[config.mk]
export PLATFORM = sky130hd
export DESIGN_NAME = parallel_port_epp_ecp_regs
export DESIGN_NICKNAME = d
export VERILOG_FILES = /design/src/hw/ppt_pkg.sv /design/src/hw/parallel_port_epp_ecp_regs.sv
export VERILOG_INCLUDE_DIRS = /design/src /design/src/hw
export SDC_FILE = /design/constraint.sdc
export NUM_CORES = 1
export LEC_CHECK = 0
export BUFFER_PORTS_ARGS = -buffer_cell sky130_fd_sc_hd__clkbuf_2
export CORE_MARGIN = 1.5
export CORE_UTILIZATION = 55
export DETAILED_ROUTE_END_ITERATION = 16
export HOLD_SLACK_MARGIN = 0.12
export PLACE_DENSITY_LB_ADDON = 0.08
export SLEW_MARGIN = 20
export SYNTH_ARGS = -nofsm -noshare
export SYNTH_HDL_FRONTEND = slang
export SYNTH_SLANG_ARGS = --single-unit
[constraint.sdc]
create_clock -name sys_clk -period 5 [get_ports sys_clk]
set_clock_uncertainty 0.1 [all_clocks]
set_input_delay 1 -clock sys_clk [delete_from_list [all_inputs] [get_ports sys_clk]]
set_output_delay 1 -clock sys_clk [all_outputs]
set_load 0.01 [all_outputs]
[src/hw/ppt_consts.svh]
`ifndef PPT_CONSTS_SVH
`define PPT_CONSTS_SVH
// ****************************************
// register offsets
// ****************************************
`define OFS_DATA 11'h000
`define OFS_STAT 11'h001
`define OFS_CTRL 11'h002
`define OFS_ASTR 11'h003
`define OFS_DSTR_LO 11'h004
`define OFS_DSTR_HI 11'h007
`define OFS_FIFO 11'h400
`define OFS_CFGB 11'h401
`define OFS_ECR 11'h402
// ****************************************
// fields and reset values
// ****************************************
`define CTL_DIR 5
`define CTL_ACKIE 4
`define CTL_SLI 3
`define CTL_INIT 2
`define CTL_AFD 1
`define CTL_STB 0
`define CTRL_RST 8'h00
`define ECR_RST 8'h00
`define CFGA_VAL 8'h10
`define CFGB_VAL 8'h00
`define PIN_W 13
// ****************************************
// mode encodings
// ****************************************
`define PM_EPP17 3'h2
`define PM_EPP19 3'h3
`define PM_ECP 3'h4
`define EM_ISA 3'h0
`define EM_PS2 3'h1
`define EM_SPP 3'h2
`define EM_ECP 3'h3
`define EM_TEST 3'h6
`define EM_CFG 3'h7
// ****************************************
// timing
// ****************************************
`define CLK_NS 20
`define TMO_NS 10000
`define TMO_CYC ((`TMO_NS) / (`CLK_NS))
`endif

[src/hw/ppt_pkg.sv]
package ppt_pkg;
   typedef enum logic [1:0] {ST_IDLE, ST_WAIT_HI, ST_WAIT_LO} xfer_st_e;
   typedef struct packed {
      logic write;
      logic [10:0] addr;
      logic [7:0] wdata;
   } host_req_s;
   typedef struct packed {
      logic cmd;
      logic [7:0] data;
   } ecp_byte_s;
   typedef struct packed {
      logic ack_n;
      logic busy;
      logic pe;
      logic slct;
      logic error_n;
      logic [7:0] pd;
   } pin_in_s;
endpackage

[src/hw/parallel_port_epp_ecp_regs.sv]
`timescale 1ns/10ps
`default_nettype none
`include "ppt_consts.svh"
module parallel_port_epp_ecp_regs (
   input wire logic sys_clk,
   input wire logic srst,
   input wire logic port_enable,
   input wire logic [2:0] port_mode,
   input wire logic req_valid,
   input wire ppt_pkg::host_req_s req,
   output logic req_ready,
   output logic rsp_valid,
   output logic [7:0] rsp_rdata,
   input wire ppt_pkg::pin_in_s pins_in,
   output logic [7:0] pd_out,
   output logic pd_oe,
   output logic strobe_n,
   output logic autofd_n,
   output logic select_in_n,
   output logic init_n,
   output logic ack_irq
);
   // ****************************************
   // pin synchronisers
   // ****************************************
   logic [`PIN_W-1:0] s1_q, s2_q, s3_q, flt_q;
   ppt_pkg::pin_in_s pin_q;
   always_ff @(posedge sys_clk) begin
      s1_q <= pins_in;
      s2_q <= s1_q;
      s3_q <= s2_q;
   end
   for (genvar i = 0; i < `PIN_W; i++) begin : g_flt
      always_ff @(posedge sys_clk) begin
         if (srst) begin
            flt_q[i] <= 1'b0;
         end else if (s2_q[i] == s3_q[i]) begin
            flt_q[i] <= s3_q[i];
         end
      end
   end
   assign pin_q = ppt_pkg::pin_in_s'(flt_q);

   // ****************************************
   // decode
   // ****************************************
   function automatic logic at(input logic [10:0] a, input logic [10:0] o);
      at = (a == o);
   endfunction

   logic [7:0] ctrl_q, ecr_q, data_q, cap_q, rsp_q;
   logic req_ready_q, rsp_valid_q, epp_act_q, tmo_q, epp_on_q, ack_prev_q, irq_q;
   logic pd_oe_q, init_n_q, stb_n_q, afd_n_q, sli_n_q, xfer_cmd_q;
   logic [7:0] pd_out_q;
   ppt_pkg::host_req_s cmd_q;
   ppt_pkg::ecp_byte_s buf_q [2];
   logic wp_q, rp_q;
   logic [1:0] cnt_q;
   ppt_pkg::xfer_st_e st_q;
   logic [8:0] tmr_q;

   wire [2:0] em = ecr_q[7:5];
   wire [10:0] a = req.addr;
   wire take = req_valid & req_ready_q;
   wire epp_on = port_enable & (port_mode == `PM_EPP17 | port_mode == `PM_EPP19);
   wire ecp_on = port_enable & (port_mode == `PM_ECP);
   wire std_on = port_enable & ~epp_on & ~ecp_on;
   wire any_on = port_enable;
   wire lat_mode = epp_on | std_on | ecp_on & (em == `EM_ISA | em == `EM_PS2);
   wire hit_data = lat_mode & at(a, `OFS_DATA);
   wire hit_afifo = ecp_on & em == `EM_ECP & at(a, `OFS_DATA) & req.write;
   wire hit_stat = any_on & at(a, `OFS_STAT);
   wire hit_ctrl = any_on & at(a, `OFS_CTRL);
   wire hit_ecr = ecp_on & at(a, `OFS_ECR);
   wire hit_astr = epp_on & at(a, `OFS_ASTR);
   wire hit_dstr = epp_on & a >= `OFS_DSTR_LO & a <= `OFS_DSTR_HI;
   wire at_fifo = ecp_on & at(a, `OFS_FIFO);
   wire hit_dfifo = at_fifo & req.write & (em == `EM_SPP | em == `EM_ECP);
   wire hit_cfga = at_fifo & em == `EM_CFG & ~req.write;
   wire hit_cfgb = ecp_on & at(a, `OFS_CFGB) & em == `EM_CFG & ~req.write;
   wire strobe_hit = hit_astr | hit_dstr;
   wire push = take & (hit_afifo | hit_dfifo);
   wire rev = ctrl_q[`CTL_DIR] & ~(ecp_on & (em == `EM_ISA | em == `EM_SPP));
   wire xmit_mode = ecp_on & (em == `EM_SPP | em == `EM_ECP);

   // ****************************************
   // read data
   // ****************************************
   wire [7:0] stat_v = {~pin_q.busy, pin_q.ack_n, pin_q.pe, pin_q.slct, pin_q.error_n,
                        1'b1, 1'b0, tmo_q & epp_on};
   wire [7:0] ctrl_v = epp_on ? {2'b00, ctrl_q[5:4], ~sli_n_q, ctrl_q[2], ~afd_n_q, ~stb_n_q}
                              : ctrl_q;
   wire [7:0] ecr_v = {ecr_q[7:2], cnt_q == 2'd2, cnt_q == 2'd0};
   wire [7:0] rd_mux = hit_data ? (rev ? pin_q.pd : data_q) :
                       hit_stat ? stat_v :
                       hit_ctrl ? ctrl_v :
                       hit_ecr ? ecr_v :
                       hit_cfga ? `CFGA_VAL :
                       hit_cfgb ? `CFGB_VAL : 8'h00;

   // ****************************************
   // two-entry output buffer
   // ****************************************
   logic pop;
   wire [1:0] cnt_d = cnt_q + 2'(push) - 2'(pop);
   wire ecp_go = xmit_mode & cnt_q != 2'd0 & ~ctrl_q[`CTL_DIR];
   wire ppt_pkg::ecp_byte_s head = buf_q[rp_q];
   wire ppt_pkg::ecp_byte_s in_byte = '{cmd: hit_afifo, data: req.wdata};
   always_ff @(posedge sys_clk) begin
      if (srst) begin
         wp_q <= 1'b0;
         rp_q <= 1'b0;
         cnt_q <= 2'd0;
      end else begin
         if (push) begin
            buf_q[wp_q] <= in_byte;
            wp_q <= ~wp_q;
         end
         if (pop) begin
            rp_q <= ~rp_q;
         end
         cnt_q <= cnt_d;
      end
   end

   // ****************************************
   // handshake engine
   // ****************************************
   ppt_pkg::xfer_st_e st_d;
   logic stb_d, afd_d, sli_d, tmo_set, done, xfer_cmd_d;
   logic [7:0] pdo_d, cap_d;
   logic [8:0] tmr_d;
   wire tmo_hit = tmr_q == 9'(`TMO_CYC - 1);
   wire addr_cyc = at(cmd_q.addr, `OFS_ASTR);
   wire idle_stb = (epp_on | xmit_mode) ? 1'b1 : ~ctrl_q[`CTL_STB];
   wire idle_afd = (epp_on | xmit_mode) ? 1'b1 : ~ctrl_q[`CTL_AFD];
   wire idle_sli = epp_on ? 1'b1 : ~ctrl_q[`CTL_SLI];

   always_comb begin
      st_d = st_q;
      stb_d = stb_n_q;
      afd_d = afd_n_q;
      sli_d = sli_n_q;
      pdo_d = pd_out_q;
      cap_d = cap_q;
      tmr_d = 9'd0;
      tmo_set = 1'b0;
      done = 1'b0;
      pop = 1'b0;
      xfer_cmd_d = xfer_cmd_q;
      unique case (st_q)
         ppt_pkg::ST_IDLE: begin
            stb_d = idle_stb;
            afd_d = idle_afd;
            sli_d = idle_sli;
            pdo_d = data_q;
            if (epp_act_q) begin
               st_d = ppt_pkg::ST_WAIT_HI;
               stb_d = ~cmd_q.write;
               pdo_d = cmd_q.wdata;
               if (addr_cyc) begin
                  sli_d = 1'b0;
               end else begin
                  afd_d = 1'b0;
               end
            end else if (ecp_go) begin
               st_d = ppt_pkg::ST_WAIT_HI;
               pop = 1'b1;
               stb_d = 1'b0;
               afd_d = ~head.cmd;
               pdo_d = head.data;
               xfer_cmd_d = head.cmd;
            end
         end
         ppt_pkg::ST_WAIT_HI: begin
            tmr_d = tmr_q + 9'd1;
            if (pin_q.busy) begin
               st_d = ppt_pkg::ST_WAIT_LO;
               tmr_d = 9'd0;
               if (epp_act_q) begin
                  sli_d = 1'b1;
                  afd_d = 1'b1;
                  cap_d = pin_q.pd;
               end else begin
                  stb_d = 1'b1;
               end
            end else if (tmo_hit) begin
               st_d = ppt_pkg::ST_IDLE;
               tmo_set = epp_act_q;
               done = epp_act_q;
            end
         end
         ppt_pkg::ST_WAIT_LO: begin
            tmr_d = tmr_q + 9'd1;
            if (!pin_q.busy || tmo_hit) begin
               st_d = ppt_pkg::ST_IDLE;
               tmo_set = epp_act_q & pin_q.busy;
               done = epp_act_q;
            end
         end
      endcase
   end

   always_ff @(posedge sys_clk) begin
      if (srst) begin
         st_q <= ppt_pkg::ST_IDLE;
         tmr_q <= 9'd0;
         cap_q <= 8'h00;
         xfer_cmd_q <= 1'b0;
         stb_n_q <= 1'b1;
         afd_n_q <= 1'b1;
         sli_n_q <= 1'b1;
         pd_out_q <= 8'h00;
      end else begin
         st_q <= st_d;
         tmr_q <= tmr_d;
         cap_q <= cap_d;
         xfer_cmd_q <= xfer_cmd_d;
         stb_n_q <= stb_d;
         afd_n_q <= afd_d;
         sli_n_q <= sli_d;
         pd_out_q <= pdo_d;
      end
   end

   // ****************************************
   // host registers and answers
   // ****************************************
   wire epp_act_d = (take & strobe_hit) | (epp_act_q & ~done);
   always_ff @(posedge sys_clk) begin
      if (srst) begin
         req_ready_q <= 1'b0;
         rsp_valid_q <= 1'b0;
         rsp_q <= 8'h00;
         epp_act_q <= 1'b0;
         cmd_q <= '0;
         ctrl_q <= `CTRL_RST;
         ecr_q <= `ECR_RST;
         data_q <= 8'h00;
      end else begin
         req_ready_q <= ~take & ~epp_act_d & (cnt_d != 2'd2);
         rsp_valid_q <= (take & ~strobe_hit) | done;
         epp_act_q <= epp_act_d;
         if (take) begin
            rsp_q <= req.write ? 8'h00 : rd_mux;
         end else if (done) begin
            rsp_q <= cmd_q.write ? 8'h00 : cap_q;
         end
         if (take & strobe_hit) begin
            cmd_q <= req;
         end
         if (take & req.write & hit_ctrl) begin
            ctrl_q <= {2'b00, req.wdata[5:0]};
         end
         if (take & req.write & hit_ecr) begin
            ecr_q <= {req.wdata[7:2], 2'b00};
         end
         if (take & req.write & hit_data) begin
            data_q <= req.wdata;
         end
      end
   end

   // ****************************************
   // pins, timeout flag, ack interrupt
   // ****************************************
   wire ack_fell = ack_prev_q & ~pin_q.ack_n;
   wire stat_rd = take & hit_stat & ~req.write;
   always_ff @(posedge sys_clk) begin
      if (srst) begin
         tmo_q <= 1'b0;
         epp_on_q <= 1'b0;
         ack_prev_q <= 1'b0;
         irq_q <= 1'b0;
         pd_oe_q <= 1'b0;
         init_n_q <= 1'b0;
      end else begin
         epp_on_q <= epp_on;
         if (tmo_set) begin
            tmo_q <= 1'b1;
         end else if (stat_rd | (epp_on & ~epp_on_q)) begin
            tmo_q <= 1'b0;
         end
         ack_prev_q <= pin_q.ack_n;
         irq_q <= ctrl_q[`CTL_ACKIE] & ack_fell;
         pd_oe_q <= ~rev;
         init_n_q <= ctrl_q[`CTL_INIT];
      end
   end

   assign req_ready = req_ready_q;
   assign rsp_valid = rsp_valid_q;
   assign rsp_rdata = rsp_q;
   assign pd_out = pd_out_q;
   assign pd_oe = pd_oe_q;
   assign strobe_n = stb_n_q;
   assign autofd_n = afd_n_q;
   assign select_in_n = sli_n_q;
   assign init_n = init_n_q;
   assign ack_irq = irq_q;

   // ****************************************
   // checks
   // ****************************************
   pd_dir_a: assert property (@(posedge sys_clk) disable iff (srst)
      $past(epp_on) && $past(ctrl_q[5]) && !srst |-> !pd_oe) else $error("pd driven in reverse");
   ack_irq_a: assert property (@(posedge sys_clk) disable iff (srst)
      ack_irq |-> $past(ctrl_q[4]) && $past(ack_prev_q) && !$past(pin_q.ack_n))
      else $error("ack interrupt without cause");
   init_pin_a: assert property (@(posedge sys_clk) disable iff (srst)
      ##1 init_n == $past(ctrl_q[2])) else $error("init pin wrong");
   stb_read_a: assert property (@(posedge sys_clk) disable iff (srst)
      take && hit_ctrl && !req.write && epp_on |=> rsp_valid && rsp_rdata[0] == !$past(strobe_n))
      else $error("strobe bit not inverse of pin");
   astr_cyc_a: assert property (@(posedge sys_clk) disable iff (srst)
      take && hit_astr && st_q == ppt_pkg::ST_IDLE |-> ##2 !select_in_n && autofd_n)
      else $error("no address strobe");
   dstr_cyc_a: assert property (@(posedge sys_clk) disable iff (srst)
      take && hit_dstr && st_q == ppt_pkg::ST_IDLE |-> ##2 !autofd_n && select_in_n)
      else $error("no data strobe");
   ecp_afd_a: assert property (@(posedge sys_clk) disable iff (srst)
      st_q != ppt_pkg::ST_IDLE && !epp_act_q |-> autofd_n == !xfer_cmd_q)
      else $error("autofeed does not mark byte kind");
   fifo_push_a: assert property (@(posedge sys_clk) disable iff (srst)
      push && !pop |=> cnt_q == $past(cnt_q) + 2'd1) else $error("byte not queued");
   tmo_clr_a: assert property (@(posedge sys_clk) disable iff (srst)
      stat_rd && !tmo_set |=> !tmo_q) else $error("timeout flag not cleared");
   sli_read_a: assert property (@(posedge sys_clk) disable iff (srst)
      take && hit_ctrl && !req.write && epp_on |=> rsp_rdata[3] == !$past(select_in_n))
      else $error("select-in bit not inverse of pin");
   afd_read_a: assert property (@(posedge sys_clk) disable iff (srst)
      take && hit_ctrl && !req.write && epp_on |=> rsp_rdata[1] == !$past(autofd_n))
      else $error("autofeed bit not inverse of pin");
   irq_off_a: assert property (@(posedge sys_clk) disable iff (srst)
      !ctrl_q[4] |=> !ack_irq) else $error("ack interrupt while disabled");
   dstr_alias_a: assert property (@(posedge sys_clk) disable iff (srst)
      take && epp_on && req.addr[10:2] == 9'h001 && st_q == ppt_pkg::ST_IDLE |-> ##2 !autofd_n && select_in_n)
      else $error("data strobe alias missed");
   ecr_silent_a: assert property (@(posedge sys_clk) disable iff (srst)
      take && !req.write && req.addr == `OFS_ECR && !ecp_on |=> rsp_valid && rsp_rdata == 8'h00)
      else $error("extended control answered outside ECP");
   cfg_read_a: assert property (@(posedge sys_clk) disable iff (srst)
      take && hit_cfga |=> rsp_valid && rsp_rdata == `CFGA_VAL) else $error("configuration A not returned");
   ecp_data_a: assert property (@(posedge sys_clk) disable iff (srst)
      st_q == ppt_pkg::ST_IDLE && !epp_act_q && ecp_go |=> !strobe_n && pd_out == $past(head.data))
      else $error("queued byte not on data lines");
   buf_full_a: assert property (@(posedge sys_clk) disable iff (srst)
      cnt_q == 2'd2 |-> !req_ready) else $error("request taken into full buffer");
   tmo_set_a: assert property (@(posedge sys_clk) disable iff (srst)
      st_q == ppt_pkg::ST_WAIT_HI && epp_act_q && tmo_hit && !pin_q.busy |=> tmo_q)
      else $error("timeout flag not set");
endmodule
`default_nettype wire

==> results.md, run 1 <==
- Leakage power: roughly 0.0028 µW
- Max VDD drop: between 0.3 and 0.4 mV
- Detailed Place HPWL: around 11 mm
- FFs w/ async S/R, synth: 0
- Max frequency: 310.3 MHz
- Slew Limit Fails: 0
- Row cnt: 38
- Worst EP required: 5.22 ns
- Largest net degree at the start of global routing: 47
- Mapped cell area: roughly 6300 µm²
- Hold Slack: about 0.23 ns
- Drt total wl: 14.94 mm
- Number of global-route vias before repair: between 4,000 and 5,000
- Sequential area share after synthesis: 0.5443
- Type of the worst setup path: input port to flop
- Worst Reg-to-Reg Cells: 10
- Starting Density: 0.5727
- Total CTS buffers: 17
- Clk sinks: 162
- # hold bufs at CTS: 0
- Wire per inst: 17.85 µm
- Initial antenna violation count: 0
- Area share of the largest cell type after synthesis: 0.4583
- CTS tree: yes
- GR Overflow Total: 0
- FF-to-FF End: req_ready$_SDFF_PP0_
- Final Hold Fails: 0
- Worst slew margin: 0.4324
- Postcts setup bufs: 0
- Worst Path Arrival: between 3 and 4 ns
- Least-Margin Pin Slew: about 0.85 ns
- Crit-path slowest cell: nor4_2
- Vias per cell: between 5 and 6
- IO buf count: between 60 and 70
- RePlAce Congestion: around 0.91
- Power per cell area: 387.6 nW/µm²
- Max incr delay on CP: a little over 0.5 ns
- PostCTS Resize Cnt: 0
- Die Ht: between 100 and 150 µm
- R2r startpoint: ecr_q[7]$_SDFFE_PP0P_
- Top cell by count, worst path: ha_1
- Internal power: approximately 2200 µW
- Fin nets: between 700 and 800
- First-pass GRT wire length: about 23 mm
- Worst skew pair latency: roughly 0.42 ns
- Hold Crit Class: flop to flop
- Layout area overhead: 16.89%
- Netlist cell types: between 60 and 70
- Switch share: 0.2234
- Die Wd: 109.9 µm
- Psw: roughly 640 µW
- Top FF cell, synth: dfxtp_1
- Gate Count Post-Synth: between 600 and 700
- 1st-iter DRT viols: ~400
- Total number of vias: between 4,000 and 5,000
- Core region area: about 11,000 µm²
- Top-count cell post-synth: dfxtp_1
- Reg2Reg Setup Slack: 2.16 ns
- Crit Path Max Fanout: 9
- Max Cap Viol: 0
- Hold EP: s2_q[11]$_DFF_P_
- Commonest cells post-synth: dfxtp_1, nor2_1, nand2_1
- Io pins: between 60 and 70
- Clock transition at path regs: 0.06 ns
- Fin crit share: 0.6445
- H-tree depth: 4
- Detail Route Antenna Nets: 0
- Final setup viols: 0
- Die Area: 12,090 µm²
- Nature of the critical path endpoint: flop
- Drt pass-1 iters: 5
- Syn Area/Cell: 10.18 µm²
- Crit path time final: 3.223 ns
- Logic pwr share: 0.045
- Status: finished clean
- Top cells by area, synth: dfxtp_1, edfxtp_1, mux2i_1
- Critical path, cell by cell: clkbuf_2 > nor4_2 > and3_1 > nand3_1 > ha_1 > inv_1 > ha_1 > xor2_1 > xnor2_1 > nor2_1 > a2111oi_2
- Ant. Diodes: 0
- CP Launch Type: input port
- Hold_sp: s1_q[11]$_DFF_P_
- Final TNS setup: 0 ns
- Share of cells above drive strength 1: 0.1923
- Synth Register Bits: approximately 160
- Root Buffer: clkbuf_16
- Total track usage: 0.2635
- EDFF count, synth: 18
- RSZ-0062 raised after global routing: no
- Syn Nets: approximately 660
- WHS Path Cells: 0
- Sequential share of power: 0.479
- Drt drc: 0
- Yosys top cell by area: dfxtp_1
- Synth Warn #: 0
- Clock Power Share: 0.476
- CTS max path bufs: 2
[worst max-delay path: cells and delay by family]
kind / cells / cell delay [ns]
xor gates and xnor gates: 2 / 0.35
AOI/OAI and AO/OA: 1 / 0.31
adders and majority gates: 2 / 0.49
buffers and inverters: 2 / 0.24
and+or+nand+nor: 4 / 1.05
[sequential cells by signal (all words and copies together) (netlist names), 6 cells and up, named ones only]
name and flops:
cap_q 8, ecr_q 6, pd_out 8, buf_q 18
ctrl_q 6, rsp_rdata 8, data_q 8, flt_q 13
tmr_q 9, cmd_q 20, s1_q 13, s3_q 13
s2_q 13
[layout make-up]
type	count	area (µm²)
flip-flops and latches	162	3423
well taps	140	175.2
multi-input cells	415	2690
clock inverters	14	173.9
inverters	17	63.81
fillers	890	3631
clock buffers	18	450.4
repair buffers	71	375.4
[layer usage]
metal | up-vias | GRT usage | part of all wire
met5 | - | 0 | 0
met4 | 0 | 0.09647 | 0.021
met3 | 23 | 0.06639 | 0.054
met2 | 155 | 0.4104 | 0.46
met1 | 2296 | 0.3538 | 0.47
li1 | 2321 | - | -
[cell families (layout without fill, tap and decap cells)]
logic type | after synthesis | count (layout) | synth area share
AND/OR/NAND/NOR | 240 | 240 | 0.2025
flip-flops | 162 | 162 | 0.5443
AO/OA/AOI/OAI | 108 | 108 | 0.1154
multiplexers | 50 | 50 | 0.08255
buffers and inverters | 41 | 120 | 0.02805
XOR/XNOR | 11 | 11 | 0.01532
adder cells (fa/ha/maj) | 6 | 6 | 0.01194
[power by group through the flow]
stage,Clock [µW],Sequential (µW),Combinational [µW]
floorplan,0,1390,71.4
global placement,0,1390,124
detailed placement,0,1390,127
CTS,1380,1370,128
global route,1430,1370,141
finish,1360,1370,128
[worst max-delay path by stage]
stage            startpoint                   end  slack [ns]  depth (start not counted)
2_1_floorplan        req[8]  req_ready$_SDFF_PP0_        1.72                         11
3_3_place_gp         req[8]  req_ready$_SDFF_PP0_        1.45                         11
3_5_place_dp   port_mode[0]  req_ready$_SDFF_PP0_        1.37                         11
4_1_cts              req[8]  req_ready$_SDFF_PP0_        1.81                         11
5_1_grt              req[8]  req_ready$_SDFF_PP0_        1.55                         11
6_report             req[8]  req_ready$_SDFF_PP0_        1.78                         11
[stage by stage]
| stage | worst slack [ns] | instance area (µm²) | cells | power (µW) | utilization |
|---|---|---|---|---|---|
| after global routing | 1.555 | 7352 | 837 | 2937 | 0.6694 |
| final | 1.777 | 7352 | 837 | 2850 | 0.6694 |
| after floorplan | 1.723 | 6290 | 618 | 1462 | - |
| after detailed placement | 1.366 | 6728 | 805 | 1520 | 0.6126 |
| after CTS | 1.811 | 7352 | 837 | 2869 | 0.6694 |
| after global placement | 1.448 | 6728 | 805 | 1515 | 0.6126 |
[cells in the final DEF (no fill, tap or decap), types with 10 or more instances in the layout]
| master | instances |
|---|---|
| dfxtp_1 | 144 |
| nor2_1 | 76 |
| nand2_1 | 66 |
| clkbuf_2 | 62 |
| mux2i_1 | 38 |
| a21oi_1 | 33 |
| o21ai_0 | 26 |
| edfxtp_1 | 18 |
| clkbuf_16 | 18 |
| inv_1 | 17 |
| and2_1 | 16 |
| nor3_1 | 14 |
| nand3_1 | 11 |
| mux2_2 | 10 |
Note: power is estimated with default switching activity, not from simulation.
==> run 2: changes to the inputs <==
ABC_AREA = 1   (was not set)
clock period = 3 ns   (was 5 ns; I/O delays follow)
==> results.md, run 2 <==
- Gate Count Post-Synth: 786 (+27%)
- Die Wd: 110.9 µm (+0.91%)
- Final TNS setup: 0 ns (unchanged)
- Top Registers: cmd_q (20), buf_q (18)
- Largest register FFs: 20 (unchanged)
- RePlAce Congestion: 0.9222 (+1.6%)
- Nature of the critical path endpoint: flop
- Sequential area share after synthesis: 0.5343 (-0.009990)
- Drt drc: 0 (unchanged)
- Top cell by count, worst path: nand2_1
- Synth Warn #: 0 (unchanged)
- Total number of vias: 5,337 (+11%)
- Worst slew margin: 0.5364 (+0.1040)
- Die Area: 12,310 µm² (+1.8%)
- IO buf count: 63 (unchanged)
- Worst Path Arrival: 2.65 ns (-0.80 ns)
- Total track usage: 0.2621 (-0.001396)
- Netlist cell types: 34 (-51%)
- Crit-path slowest cell: dfxtp_1
- Row cnt: 39 (+2.6%)
- FF+latch area: 3423 µm² (unchanged)
- R2r startpoint: epp_act_q$_SDFF_PP0_
- WHS Path Cells: 1 (+1)
- Critical path, cell by cell: clkinv_1 > nor2_2 > nand2_1 > nand2_1 > nand2_1 > nand2_2 > nand2_1 > nor2_1 > nor2_1
- Hold_sp: pins_in[11]
- Hold Crit Class: input port to flop
- Fin crit share: 0.8109
- Total CTS buffers: 17 (unchanged)
- Type of the worst setup path: flop to flop
- Drt pass-1 iters: 6 (+1)
- Top FF cell, synth: dfxtp_1
- Max incr delay on CP: 0.74 ns (+0.23 ns)
- Io pins: 64 (unchanged)
- Clk sinks: 162 (unchanged)
- FF-to-FF End: rsp_rdata[7]$_SDFFE_PP0P_
- Crit-path leading delay family: simple AND/OR/NAND/NOR gates
- Area share of the largest cell type after synthesis: 0.4499 (-0.008413)
- Wire per inst: 15.27 µm (-14%)
- Yosys top cell by area: dfxtp_1
- Max VDD drop: 0.5820 mV (+84%)
- Detail Route Antenna Nets: 0 (unchanged)
- Worst EP required: 3.22 ns (-2.00 ns)
- Number of global-route vias before repair: 5,084 (+12%)
- Drt total wl: 15.43 mm (+3.3%)
- Mapped cell area: 6407 µm² (+1.9%)
- Commonest non-fill, non-tap cell in the layout: dfxtp_1
- Status: finished clean
- Final setup viols: 0 (unchanged)
- Max frequency: between 400 and 500 MHz
- Multi-input gate area: 2509 µm² (-6.7%)
- Crit path buffers/inverters: 1 (-1)
- Top-count cell post-synth: dfxtp_1
- # hold bufs at CTS: 0 (unchanged)
- Leakage power: 0.003185 µW (+13%)
- Hold EP: s1_q[11]$_DFF_P_
- Syn Nets: 832 (+25%)
- Clock transition at path regs: 0.06 ns (about the same)
- Crit Path Max Fanout: 12 (+3)
- RSZ-0062 raised after global routing: no
- Crit path depth: 9 (-2)
- Vias per cell: 5.279 (-7.9%)
- CP Launch Type: flop
- Least-Margin Pin Slew: 0.6923 ns (-0.1560 ns)
- Ant. Diodes: 0 (unchanged)
- First-pass GRT wire length: 25.09 mm (+7.4%)
- Setup WS pre-CTS: 0.1584 ns (-1.207 ns)
- Max Cap Viol: 0 (unchanged)
- Largest net degree at the start of global routing: 32 (-32%)
- Commonest cells post-synth: dfxtp_1, nand2_1, nor2_1
- 1st-iter DRT viols: 425 (+6.8%)
- Layout area overhead: 16.38%
- CTS tree: yes
- PostCTS Resize Cnt: 0 (unchanged)
- Root Buffer: clkbuf_16
- Slew Limit Fails: 0 (unchanged)
- Core region area: 11,370 µm² (+3.5%)
- GR Overflow Total: 0 (unchanged)
- Final setup margin: 0.5673 ns (-1.210 ns)
- Crit path time final: ~2.4 ns
- FFs w/ async S/R, synth: 0 (unchanged)
- Postcts setup bufs: 0 (unchanged)
- Starting Density: 0.5636 (-0.009129)
- Top cells by area, synth: dfxtp_1, edfxtp_1, nand2_1
- CTS max path bufs: 2 (unchanged)
- EDFF count, synth: 18 (unchanged)
- Reg2Reg Setup Slack: 0.57 ns (-1.59 ns)
- Final Hold Fails: 0 (unchanged)
- Fillers: 1,008 (+13%)
- Power per cell area: 626.8 nW/µm² (+62%)
- Die Ht: 110.9 µm (+0.91%)
- Worst Reg-to-Reg Cells: 9 (-1)
- Worst skew pair latency: 0.42 ns (about the same)
- Share of cells above drive strength 1: 0.1889 (-0.003312)
- Syn Area/Cell: 8.152 µm² (-20%)
- Detailed Place HPWL: 11.14 mm (+5.5%)
- Top reg by flops: cmd_q
- Most frequent cells in the layout: dfxtp_1, nand2_1, nor2_1
- Synth Register Bits: 162 (unchanged)
- Initial antenna violation count: 0 (unchanged)
- Fin nets: 901 (+23%)
- H-tree depth: 4 (unchanged)
run 2: cells by family after synthesis:
kind of cell / synth area share
compound gates: 0.1285
xor+xnor: 0.009569
fa+ha+maj: 0.01172
buf+inv: 0.07420
flops: 0.5343
simple gates: 0.2417
run 2: where the power goes:
group          internal [µW]  total [µW]  switching (µW)
sequential              2250        2280            32.4
clock                   1300        2160             863
combinational           82.0         233             151
total                   3630        4670            1050
run 2: worst max path at each step:
| stage | startpoint | end | slack [ns] |
|---|---|---|---|
| floorplan | port_mode[1] | req_ready$_SDFF_PP0_ | 0.51 |
| global placement | req[14] | req_ready$_SDFF_PP0_ | 0.24 |
| detailed placement | req[12] | req_ready$_SDFF_PP0_ | 0.16 |
| CTS | epp_act_q$_SDFF_PP0_ | rsp_rdata[7]$_SDFFE_PP0P_ | 0.59 |
| global route | req[12] | req_ready$_SDFF_PP0_ | 0.32 |
| finish | epp_act_q$_SDFF_PP0_ | rsp_rdata[7]$_SDFFE_PP0P_ | 0.57 |
run 2: cell type report:
class,count,share of cell area
Clock inverter,10,0.01628
Timing Repair Buffer,74,0.05336
Multi-Input combinational cell,506,0.3364
Inverter,94,0.04732
Sequential cell,162,0.4591
Tap cell,143,0.02399
Clock buffer,22,0.06359
run 2: metrics by stage:
stage / cells / util / cell area [µm²] / hold WS (ns) / total power, µW
floorplan: 786 / - / 6407 / 0.2096 / 2449
global placement: 979 / 0.6035 / 6862 / 0.2095 / 2548
detailed placement: 979 / 0.6035 / 6862 / 0.2146 / 2555
CTS: 1011 / 0.6559 / 7457 / 0.1595 / 4704
global route: 1011 / 0.6559 / 7457 / 0.1562 / 4839
finish: 1011 / 0.6559 / 7457 / 0.1714 / 4674
run 2: metal layers:
layer	track usage	vias to the layer above	part of all wire
li1	-	2709	-
met3	0.05850	35	0.065
met4	0.1179	0	0.025
met2	0.4239	154	0.47
met1	0.3370	2439	0.44
met5	0	-	0
